<file path="src/usb_test_pkg.sv">
// constants, offsets and state codes for the usb test and endpoint command block
//
// How it works
// - op code 00 normal, 01 non-driving, 10 no stuff/nrzi, 11 power-down.
// - with test enable set, the highest set test-select bit picks the test mode.
// - select bit 3 then enable enters the idle nak test.
// - select bit 2 then enable enters j test; needs speed selects and code 10.
// - select bit 1 then enable enters k test; needs speed selects and code 10.
// - software loads 53 pattern bytes; the engine appends data0 pid and crc.
// - software clears in error flag first; device sets it per sent test packet.
// - command bit 7 sets forced nak on every endpoint.
// - command bit 6 sets forced stall on the three general endpoints.
// - command bit 5 flushes all buffers and clears itself when flush succeeds.
// - command bit 0 flushes the control buffer and is not retained.
// - termination and transceiver choice bits: 0 high speed, 1 full speed.
`default_nettype none
package usb_test_pkg;
  // ---------------------------------------------------------------
  // register offsets
  // ---------------------------------------------------------------
  localparam logic [9:0] XCVR_CTRL_OFS  = 10'h105;
  localparam logic [9:0] TEST_SEL_OFS   = 10'h106;
  localparam logic [9:0] RSVD_OFS       = 10'h107;
  localparam logic [9:0] EP_CMD_OFS     = 10'h108;
  // ---------------------------------------------------------------
  // field positions and reset values
  // ---------------------------------------------------------------
  localparam int         TERM_BIT       = 7;
  localparam int         XCVR_BIT       = 6;
  localparam int         TEST_EN_BIT    = 7;
  localparam int         SEL_IDLE_NAK   = 3;
  localparam int         SEL_J          = 2;
  localparam int         SEL_K          = 1;
  localparam int         SEL_PACKET     = 0;
  localparam int         CMD_NAK_BIT    = 7;
  localparam int         CMD_STALL_BIT  = 6;
  localparam int         CMD_FLUSH_ALL  = 5;
  localparam int         CMD_FLUSH_CTL  = 0;
  localparam logic [7:0] XCVR_RESET     = 8'h41;
  localparam logic [7:0] TEST_RESET     = 8'h00;
  localparam logic [7:0] TEST_WR_MASK   = 8'h8f;
  localparam logic [7:0] XCVR_WR_MASK   = 8'hc3;
  localparam int         NUM_EP         = 4;
  // ---------------------------------------------------------------
  // operating mode codes
  // ---------------------------------------------------------------
  localparam logic [1:0] OP_NORMAL      = 2'h0;
  localparam logic [1:0] OP_NON_DRIVE   = 2'h1;
  localparam logic [1:0] OP_NO_STUFF    = 2'h2;
  localparam logic [1:0] OP_POWER_DOWN  = 2'h3;
  // ---------------------------------------------------------------
  // test state machine
  // ---------------------------------------------------------------
  typedef enum logic [4:0] {
    TST_OFF      = 5'h01,
    TST_IDLE_NAK = 5'h02,
    TST_J        = 5'h04,
    TST_K        = 5'h08,
    TST_PACKET   = 5'h10
  } test_state_t;
endpackage
`default_nettype wire

</file>
<file path="src/usb_device_test_and_endpoint_command.sv">
// transceiver control, compliance test entry and endpoint-wide commands
`default_nettype none
module usb_device_test_and_endpoint_command #(
  parameter int NUM_EP = usb_test_pkg::NUM_EP
) (
  // clock and reset
  input  wire logic              ref_clk,
  input  wire logic              rst,
  // register port
  input  wire logic [9:0]        addr,
  input  wire logic [7:0]        wdata,
  input  wire logic              wr,
  input  wire logic              rd,
  output var  logic [7:0]        rdata,
  // transceiver controls
  output var  logic [1:0]        transceiver_op_code,
  output var  logic              termination_choice,
  output var  logic              transceiver_choice,
  // test mode outputs
  output var  logic              idle_nak_test,
  output var  logic              j_state_test,
  output var  logic              k_state_test,
  output var  logic              packet_test,
  // endpoint commands
  output var  logic [NUM_EP-1:0] nak_all_endpoints,
  output var  logic [NUM_EP-2:0] stall_general_endpoints,
  output var  logic              flush_all_buffers,
  output var  logic              flush_control_buffer,
  input  wire logic              flush_all_done,
  // packet test completion
  input  wire logic              test_packet_sent,
  input  wire logic              in_err_clear,
  output var  logic              in_transfer_error_flag
);
  // ---------------------------------------------------------------
  // decode
  // ---------------------------------------------------------------
  logic [7:0] xcvr_r;
  logic [7:0] test_r;
  logic       sent_s1_r;
  logic       sent_s2_r;
  logic       sent_d_r;
  logic       flush_busy;
  logic       wr_xcvr;
  logic       wr_test;
  logic       wr_cmd;
  usb_test_pkg::test_state_t state_r;
  usb_test_pkg::test_state_t state_nxt;

  function automatic logic hit(input logic [9:0] a, input logic [9:0] ofs);
    hit = (a == ofs);
  endfunction

  assign wr_xcvr = wr && hit(addr, usb_test_pkg::XCVR_CTRL_OFS);
  assign wr_test = wr && hit(addr, usb_test_pkg::TEST_SEL_OFS);
  assign wr_cmd  = wr && hit(addr, usb_test_pkg::EP_CMD_OFS);

  // ---------------------------------------------------------------
  // registers
  // ---------------------------------------------------------------
  // transceiver control, reserved bits held at zero
  always_ff @(posedge ref_clk) begin
    if (rst) begin
      xcvr_r <= usb_test_pkg::XCVR_RESET;
    end else if (wr_xcvr) begin
      xcvr_r <= wdata & usb_test_pkg::XCVR_WR_MASK;
    end
  end

  // test select
  always_ff @(posedge ref_clk) begin
    if (rst) begin
      test_r <= usb_test_pkg::TEST_RESET;
    end else if (wr_test) begin
      test_r <= wdata & usb_test_pkg::TEST_WR_MASK;
    end
  end

  // read mux; command register reads zero with no effect
  always_ff @(posedge ref_clk) begin
    if (rst) begin
      rdata <= 8'h00;
    end else if (rd) begin
      case (addr)
        usb_test_pkg::XCVR_CTRL_OFS: rdata <= xcvr_r;
        usb_test_pkg::TEST_SEL_OFS:  rdata <= test_r;
        default:                     rdata <= 8'h00;
      endcase
    end else begin
      rdata <= 8'h00;
    end
  end

  // ---------------------------------------------------------------
  // transceiver outputs
  // ---------------------------------------------------------------
  // straight from the register; code meaning lives in the transceiver
  always_ff @(posedge ref_clk) begin
    if (rst) begin
      // same bits as the register reset, so nothing steps after release
      transceiver_op_code <= usb_test_pkg::OP_NON_DRIVE;
      termination_choice  <= usb_test_pkg::XCVR_RESET[usb_test_pkg::TERM_BIT];
      transceiver_choice  <= usb_test_pkg::XCVR_RESET[usb_test_pkg::XCVR_BIT];
    end else begin
      transceiver_op_code <= xcvr_r[1:0];
      termination_choice  <= xcvr_r[usb_test_pkg::TERM_BIT];
      transceiver_choice  <= xcvr_r[usb_test_pkg::XCVR_BIT];
    end
  end

  // ---------------------------------------------------------------
  // test mode selection
  // ---------------------------------------------------------------
  // higher select bit wins if software sets several
  always_comb begin
    state_nxt = usb_test_pkg::TST_OFF;
    if (test_r[usb_test_pkg::TEST_EN_BIT]) begin
      if (test_r[usb_test_pkg::SEL_IDLE_NAK]) begin
        state_nxt = usb_test_pkg::TST_IDLE_NAK;
      end else if (test_r[usb_test_pkg::SEL_J]) begin
        state_nxt = usb_test_pkg::TST_J;
      end else if (test_r[usb_test_pkg::SEL_K]) begin
        state_nxt = usb_test_pkg::TST_K;
      end else if (test_r[usb_test_pkg::SEL_PACKET]) begin
        state_nxt = usb_test_pkg::TST_PACKET;
      end
    end
  end

  always_ff @(posedge ref_clk) begin
    if (rst) begin
      state_r <= usb_test_pkg::TST_OFF;
    end else begin
      state_r <= state_nxt;
    end
  end

  // one output per mode, decoded from state_nxt at the same edge as the state register
  always_ff @(posedge ref_clk) begin
    if (rst) begin
      idle_nak_test <= 1'b0;
      j_state_test  <= 1'b0;
      k_state_test  <= 1'b0;
      packet_test   <= 1'b0;
    end else begin
      idle_nak_test <= 1'b0;
      j_state_test  <= 1'b0;
      k_state_test  <= 1'b0;
      packet_test   <= 1'b0;
      case (state_nxt)
        usb_test_pkg::TST_IDLE_NAK: idle_nak_test <= 1'b1;
        usb_test_pkg::TST_J:        j_state_test  <= 1'b1;
        usb_test_pkg::TST_K:        k_state_test  <= 1'b1;
        usb_test_pkg::TST_PACKET:   packet_test   <= 1'b1;
        default:                    ;
      endcase
    end
  end

  // ---------------------------------------------------------------
  // packet test completion flag
  // ---------------------------------------------------------------
  // the engine may sit on another clock, so its strobe is synchronised
  always_ff @(posedge ref_clk) begin
    if (rst) begin
      sent_s1_r <= 1'b0;
      sent_s2_r <= 1'b0;
      sent_d_r  <= 1'b0;
    end else begin
      sent_s1_r <= test_packet_sent;
      sent_s2_r <= sent_s1_r;
      sent_d_r  <= sent_s2_r;
    end
  end

  // set wins over clear so a completion is never lost
  always_ff @(posedge ref_clk) begin
    if (rst) begin
      in_transfer_error_flag <= 1'b0;
    end else if (packet_test && sent_s2_r && !sent_d_r) begin
      in_transfer_error_flag <= 1'b1;
    end else if (in_err_clear) begin
      in_transfer_error_flag <= 1'b0;
    end
  end

  // ---------------------------------------------------------------
  // endpoint commands
  // ---------------------------------------------------------------
  // one-cycle set pulses; nothing of the write is stored
  always_ff @(posedge ref_clk) begin
    if (rst) begin
      nak_all_endpoints       <= '0;
      stall_general_endpoints <= '0;
      flush_control_buffer    <= 1'b0;
    end else begin
      nak_all_endpoints       <= {NUM_EP{wr_cmd && wdata[usb_test_pkg::CMD_NAK_BIT]}};
      stall_general_endpoints <=
        {(NUM_EP-1){wr_cmd && wdata[usb_test_pkg::CMD_STALL_BIT]}};
      flush_control_buffer    <= wr_cmd && wdata[usb_test_pkg::CMD_FLUSH_CTL];
    end
  end

  // flush-all stays up until the buffers report success
  flush_sequencer u_flush (
    .ref_clk (ref_clk),
    .rst     (rst),
    .start   (wr_cmd && wdata[usb_test_pkg::CMD_FLUSH_ALL]),
    .done    (flush_all_done),
    .busy_r  (flush_busy)
  );

  always_ff @(posedge ref_clk) begin
    if (rst) begin
      flush_all_buffers <= 1'b0;
    end else begin
      flush_all_buffers <= flush_busy && !flush_all_done;
    end
  end
endmodule
`default_nettype wire

</file>
<file path="src/flush_sequencer.sv">
// flush sequencer: holds a flush request until the buffer logic acknowledges
`default_nettype none
module flush_sequencer (
  // clock and reset
  input  wire logic ref_clk,
  input  wire logic rst,
  // request and completion
  input  wire logic start,
  input  wire logic done,
  output var  logic busy_r
);
  // start wins over done so a back-to-back request is never dropped
  always_ff @(posedge ref_clk) begin
    if (rst) begin
      busy_r <= 1'b0;
    end else if (start) begin
      busy_r <= 1'b1;
    end else if (done) begin
      busy_r <= 1'b0;
    end
  end
endmodule
`default_nettype wire

</file>
<file path="config.mk">
export PLATFORM = sky130hd
export DESIGN_NAME = usb_device_test_and_endpoint_command
export DESIGN_NICKNAME = d
export VERILOG_FILES = /design/src/usb_test_pkg.sv /design/src/usb_device_test_and_endpoint_command.sv /design/src/flush_sequencer.sv
export SDC_FILE = /design/constraint.sdc
export NUM_CORES = 1
export LEC_CHECK = 0
export BUFFER_PORTS_ARGS = -buffer_cell sky130_fd_sc_hd__buf_4
export CAP_MARGIN = 20
export CORE_MARGIN = 5
export CORE_UTILIZATION = 42
export CTS_CLUSTER_DIAMETER = 120
export DETAILED_ROUTE_END_ITERATION = 6
export GPL_TIMING_DRIVEN = 1
export PLACE_DENSITY = 0.74
export SYNTH_ARGS = -nofsm -noshare
export SYNTH_HDL_FRONTEND = slang
export SYNTH_SLANG_ARGS = --single-unit
</file>
<file path="constraint.sdc">
create_clock -name ref_clk -period 1.11 [get_ports ref_clk]
set_input_delay 0.0555 -clock ref_clk [delete_from_list [all_inputs] [get_ports ref_clk]]
set_output_delay 0.0555 -clock ref_clk [all_outputs]
set_load 0.005 [all_outputs]
</file>
==> results of run 1 <==
==> per-layer routing <==
layer  vias to the layer above  part of all wire (%)
met5                         -                     0
met1                       503                    42
met2                        37                    51
met4                         0                   1.2
li1                        537                     -
met3                         4                   5.7
==> worst reg2reg max path: stages, from the launching register on <==
cell and delay, ns:
dfxtp_1 0.34, nand2b_1 0.14, nor4b_1 0.28
==> cell usage after synthesis, drive strengths merged (2+ instances only) <==
cell / n / area share [%]
dfxtp: 32 / 51
buf: 10 / 5.7
nand2b: 9 / 4.5
nand4: 9 / 4.5
a21oi: 7 / 2.8
mux2i: 6 / 4.8
nor2: 6 / 1.8
inv: 5 / 1.5
nor2b: 5 / 2.5
and2: 3 / 1.5
and3: 3 / 1.5
nor3b: 3 / 2.2
o41ai: 3 / 2.1
and4: 2 / 1.4
and4b: 2 / 1.7
nor4: 2 / 1.5
nor4bb: 2 / 1.6
==> kinds of logic (layout without fill, tap and decap cells) <==
family,count (synthesis),count (layout),synth area share [%]
and+or+nand+nor,55,55,30.4
DFF,32,32,50.7
buffers and inverters,16,74,8.32
AOI/OAI and AO/OA,11,11,5.45
muxes,6,6,4.76
other,1,2,0.297
==> metrics by stage <==
step	worst slack, ns	std cells	hold WS, ns
detailed placement	-0.236	195	0.242
global placement	-0.163	195	0.230
CTS	0.111	211	0.000742
finish	0.107	211	0.0249
floorplan	-0.0163	122	0.144
global route	0.0942	211	0.0191
==> sequential cells by signal, summed over array words and instances, names as in the netlist, 2 cells and up <==
signal and flops:
xcvr_r 4, rdata 6, transceiver_op_code 2, test_r 5
==> how the worst max path moves through the flow <==
stage | depth (start not counted) | start | slack [ns] | to
6_report | 4 | addr[5] | 0.11 | test_r[2]
5_1_grt | 4 | addr[5] | 0.09 | test_r[2]
4_1_cts | 4 | addr[5] | 0.11 | test_r[2]
3_5_place_dp | 4 | addr[5] | -0.24 | test_r[2]
3_3_place_gp | 4 | addr[5] | -0.16 | test_r[0]
2_1_floorplan | 3 | addr[5] | -0.02 | test_r[0]
==> report_power, final <==
group	total, uW	switching (uW)	internal (uW)	leakage (uW)
Sequential	1150	1.19	1150	0.000258
Combinational	181	73.5	108	0.000480
Clock	592	359	233	0.0000281
Total	1930	433	1490	0.000766
==> repair_timing <==
action                                  4_1_cts  5_1_grt
endpoints found under the setup margin        0        0
buffers inserted                              0        0
hold buffers                                  9        0
hold endpoints to repair                     11        0
==> layout make-up <==
cell class | instances | area (um2) | area share [%]
sequential | 32 | 641 | 36.5
inverter | 5 | 18.8 | 1.07
tap | 31 | 38.8 | 2.21
multi-input combinational | 74 | 520 | 29.7
clock buffer | 6 | 41.3 | 2.36
timing repair buffer | 62 | 488 | 27.8
clock inverter | 1 | 5.00 | 0.286
==> summary.md, run 1 <==
| Metric | Value |
|---|---|
| # nets final | 205 |
| First-pass GRT wire length | 4840 um |
| Antenna viol nets, final | 0 |
| GR Util All Layers | 15.4% |
| Leak Pwr | 0.000766 uW |
| Max Fclk | 997 MHz |
| Drt drc | 0 |
| # port buffers | 47 |
| MaxCap Viol Count | 0 |
| CP peak stage delay | 0.54 ns |
| Post-layout min period | 1.00 ns |
| Synth Instances | 121 |
| Met3 usage in global routing | 5.18% |
| Ratio of cells with drive above 1 in the final layout | 35.6% |
| Via-to-Cell Ratio | 5.12 |
| Commonest non-fill, non-tap cell in the layout | buf_4 |
| RSZ-0062 raised after global routing | false |
| Deepest clock path buffer count | 2 |
| Largest net degree at the start of global routing | 17 |
| First-pass iteration count of the detailed router | 4 |
| Core area | 2830 um2 |
| Pwr dens | 1100 nW/um2 |
| Die span in y | 64.8 um |
| Worst hold stages | 3 |
| R2R depth | 2 |
| Design area | 1750 um2 |
| CP max-delay cell | or4_4 |
| Number of core rows | 19 |
| Post-synth EDFFs | 0 |
| Final setup vio count | 0 |
| Share of synthesized registers carrying an async set or reset | 0% |
| Cell Chain, Critical Path | buf_4 > or4_4 > o41ai_1 > a21oi_1 |
| Status | finished clean |
| Most frequent cells in the layout | buf_4 (53), dfxtp_1 (32), nand2b_1 (9), nand4_1 (9), dlygate4sd3_1 (9) |
| Drt total wl | 3050 um |
| GRT busiest layer | met2 |
| Mapped Area | 1260 um2 |
| CTS clk-pin slew, worst paths | 0.09 ns |
| Reg2reg start | test_r[7] |
| FF-to-FF End | k_state_test |
| WS Path Type | in -> reg |
| Mean area per synthesized cell | 10.4 um2 |
| Final worst-path cycle share | 90.3% |
| Final Hold Viols | 0 |
| Total CTS buffers | 5 |
| DIE WIDTH | 64.8 um |
| Routed vias | 1,081 |
| GRT overflow | 0 |
| Clk root buf | clkbuf_4 |
| # clock sinks | 32 |
| Fill cells | 235 |
| CP arrival | 1.20 ns |
| I/O pins | 51 |
| FF+latch count, synth | 32 |
| Final setup TNS | 0 ns |
| Maximum VDD drop | 795 uV |
| Startpoint types | input pin |
| Hold_sp | wdata[2] |
| DIE AREA | 4200 um2 |
| Hold Crit Class | in -> reg |
| Initial antenna violation count | 0 |
| Finished Core Util | 62.0% |
| Initial Util | 44.6% |
| Post-CTS sizing | 0 |
| DP HPWL | 2270 um |
| Ant diodes | 0 |
| CTS tree | yes |
| WP buf/inv | 1 |
| Iter 0 DRT Violations | 38 |
| GP Congestion | 0.844 |
| CP delay by family, top | simple AND/OR/NAND/NOR gates |
| Critical Path End Type | register |
| Critical Path Fanout Max | 3 |
| Post-DP Area | 1620 um2 |
| Max Slew Vio Count | 0 |
| Clock Skew | 0.00601 ns |
| Vias in the first global route | 1,032 |
| Most used flip-flop cell after synthesis | dfxtp_1 |
| Post-synth cell types | 33 |
| Req. time, crit path | 1.31 ns |
| M2 GR Usage | 26.4% |
| WHS Endpoint | test_r[2] |
| Power, Total | 1930 uW |
| Clock insertion delay at the later pin of the skew report | 0.32 ns |
| H-tree depth | 2 |
| Met1 global-route usage | 17.4% |
| R2R Setup Slk | 0.24 ns |
| Sequential share of the synthesized area | 50.7% |
| Ys Warns | 0 |
| Synth-to-Final Area Change | 38.9% |
| Post-DR wirelength/cell | 14.4 um |
No activity file was read; power rests on OpenSTA's default activity.
==> run 2, diff against run 1 <==
ABC_AREA = 1   (was not set)
==> run 2 against run 1 <==
Routed wire length shrank 14%. Clock skew is 0.0010 ns higher. Worst setup slack gained 0.027 ns. Non-clock buffer count is 4 lower. Worst hold slack better by 0.023 ns. Count of clock-buffer cells in the layout rose by 1. Sequential cell count stayed put. Critical path depth grew 2. Clock power up 21%. Core utilization is 2.6 points lower. Design area up 0.78%. Maximum frequency up 2.8%.
==> summary.md, run 2 <==
| Metric | Value |
|---|---|
| Most used flip-flop cell after synthesis | dfxtp_1 |
| Clock Skew | 0.00702 ns (+0.00101 ns) |
| Clock insertion delay at the later pin of the skew report | 0.33 ns (about the same) |
| Final setup TNS | 0 ns (unchanged) |
| Biggest registers after layout | rdata x6, test_r x5, xcvr_r x4 |
| Mean area per synthesized cell | 8.15 um2 (-22%) |
| Cell Chain, Critical Path | dlygate4sd3_1 > buf_4 > inv_1 > buf_4 > nand4_1 > nor2_1 |
| Initial Util | 42.7% (-1.9 points) |
| Initial antenna violation count | 0 (unchanged) |
| CTS hold repair buffers | 9 (unchanged) |
| WS Path Type | in -> reg |
| # clock sinks | 32 (unchanged) |
| # nets final | 237 (+16%) |
| Final worst-path cycle share | 87.9% (-2.4 points) |
| First-pass iteration count of the detailed router | 4 (unchanged) |
| GP Congestion | 0.733 (-13%) |
| WP buf/inv | 4 (+3) |
| GR Util All Layers | 13.6% (-1.8 points) |
| Top reg by flops | rdata |
| Critical Path End Type | register |
| RSZ-0062 raised after global routing | false |
| Post-synth EDFFs | 0 (unchanged) |
| Ratio of cells with drive above 1 in the final layout | 32.1% (-3.5 points) |
| Commonest non-fill, non-tap cell in the layout | buf_4 |
| CTS tree | yes |
| Multiplexer share of the synthesized area | 0% (-4.8 points) |
| Combinational family with the most area after synthesis | simple AND/OR/NAND/NOR gates |
| Mapped Area | 1270 um2 (+0.69%) |
| Die span in y | 65.0 um (+0.29%) |
| Startpoint types | input pin |
| Post-synth cell types | 25 (-24%) |
| CP delay by family, top | buffers and inverters |
| Routed vias | 1,100 (+1.8%) |
| Synth Area in Adders | 0% (unchanged) |
| Share of synthesized registers carrying an async set or reset | 0% (unchanged) |
| Final Hold Viols | 0 (unchanged) |
| Pwr dens | 1160 nW/um2 (+5.6%) |
| Fill cells | 288 (+23%) |
| Final setup vio count | 0 (unchanged) |
| Post-synth top cells | dfxtp_1 (32), nand2_1 (25), inv_1 (22) |
| Synth-to-Final Area Change | 39.0% (about the same) |
| CP arrival | 1.24 ns (+0.04 ns) |
| Largest cells by area after synthesis | dfxtp_1 (50%), nand2_1 (7.4%), inv_1 (6.5%), nor2_1 (6.2%), nand4_1 (4.4%) |
| Critical Path Fanout Max | 12 (+9) |
| Post-layout min period | 0.976 ns (-0.0269 ns) |
| FF+latch count, synth | 32 (unchanged) |
| Simple-gate share of the synthesized area | 32.3% (+1.9 points) |
| Most frequent cells in the layout | buf_4 (49), dfxtp_1 (32), nand2_1 (25) |
| Max Fclk | 1020 MHz (+2.8%) |
| Req. time, crit path | 1.38 ns (+0.07 ns) |
| Maximum VDD drop | 465 uV (-42%) |
| Sequential share of the synthesized area | 50.4% (-0.35 points) |
| DIE AREA | 4230 um2 (+0.59%) |
| Largest net degree at the start of global routing | 15 (-2) |
| Compound-cell area share of the yosys netlist | 4.23% (-1.2 points) |
| Drt drc | 0 (unchanged) |
| GRT overflow | 0 (unchanged) |
| MaxCap Viol Count | 0 (unchanged) |
| Max Slew Vio Count | 0 (unchanged) |
| Number of core rows | 20 (+1) |
| CP peak stage delay | 0.53 ns (about the same) |
| Deepest clock path buffer count | 2 (unchanged) |
| Finished Core Util | 59.3% (-2.6 points) |
| Ant diodes | 0 (unchanged) |
| Setup Buffers After CTS | 0 (unchanged) |
| I/O pins | 51 (unchanged) |
| Synth top area share | 50.4% (-0.35 points) |
| DIE WIDTH | 65.0 um (+0.29%) |
| Ys Warns | 0 (unchanged) |
| Synth area leader | dfxtp_1 |
| Core area | 2980 um2 (+5.3%) |
| CTS clk-pin slew, worst paths | 0.09 ns (about the same) |
| Total CTS buffers | 5 (unchanged) |
| First-pass GRT wire length | 4460 um (-7.8%) |
| Post-CTS sizing | 0 (unchanged) |
| Drt total wl | 2630 um (-14%) |
| Vias in the first global route | 1,087 (+5.3%) |
| Clk root buf | clkbuf_4 |
| Synth Instances | 156 (+29%) |
| H-tree depth | 2 (unchanged) |
| Hold Crit Class | in -> reg |
| XOR/XNOR share of the synthesized area | 0% (unchanged) |
| CP max-delay cell | dlygate4sd3_1 |
| Most used cell, CP | buf_4 |
| # port buffers | 47 (unchanged) |
| Antenna viol nets, final | 0 (unchanged) |
| Via-to-Cell Ratio | 4.49 (-12%) |
| Post-DR wirelength/cell | 10.7 um (-26%) |
| Leak Pwr | 0.000841 uW (+9.8%) |
| DP HPWL | 1960 um (-14%) |
| Status | finished clean |
| Iter 0 DRT Violations | 24 (-37%) |
| Largest register FFs | 6 (unchanged) |
| Most numerous cell in the Yosys netlist | dfxtp_1 |
run 2: power by group:
part / total [uW] / switching [uW] / internal, uW
Combinational: 179 / 84.2 / 94.6
Sequential: 1150 / 1.16 / 1150
Clock: 717 / 359 / 359
run 2: final timing paths:
path,from,to,slack (ns),depth (start not counted)
min,wdata[3],test_r[3],0.05,5
max reg2reg,test_r[2],j_state_test,0.37,2
max,rst,k_state_test,0.13,6
min reg2reg,sent_s1_r,sent_s2_r,0.41,2
run 2: stage by stage:
stage / std cells / worst slack (ns) / total power (uW) / hold WS, ns / area [um2]
3_5_place_dp: 229 / 0.133 / 1330 / 0.226 / 1610
2_1_floorplan: 157 / 0.370 / 1250 / 0.128 / 1270
6_report: 245 / 0.134 / 2050 / 0.0477 / 1770
3_3_place_gp: 229 / 0.165 / 1330 / 0.224 / 1610
5_1_grt: 245 / 0.0437 / 2130 / 0.0697 / 1770
4_1_cts: 245 / 0.145 / 2070 / 0.0432 / 1770
run 2: area by class of cell:
cell class	count	area (um2)	area share, %
flip-flops and latches	32	641	36.3
multi-input cells	91	472	26.7
repair buffers	58	458	25.9
inverters	24	90.1	5.10
clock buffers	7	65.1	3.68
well taps	33	41.3	2.34
run 2: cell families after synthesis:
logic type | count (synthesis)
AND/OR/NAND/NOR | 79
buffers and inverters | 34
AO/OA/AOI/OAI | 10
other | 1
flip-flops | 32
run 2: metal layers:
metal / vias up / global-route usage [%] / share of wire, %
met5: - / 0 / 0
met4: 0 / 9.33 / 2.2
met3: 5 / 2.77 / 6.8
met2: 35 / 22.1 / 46
met1: 466 / 16.1 / 45
li1: 594 / - / -
run 2: tightest hold or removal path: stages:
cell and delay [ns]:
buf_4 0.08, inv_1 0.03, nand4_1 0.07, nand2_1 0.04, nor2_1 0.07
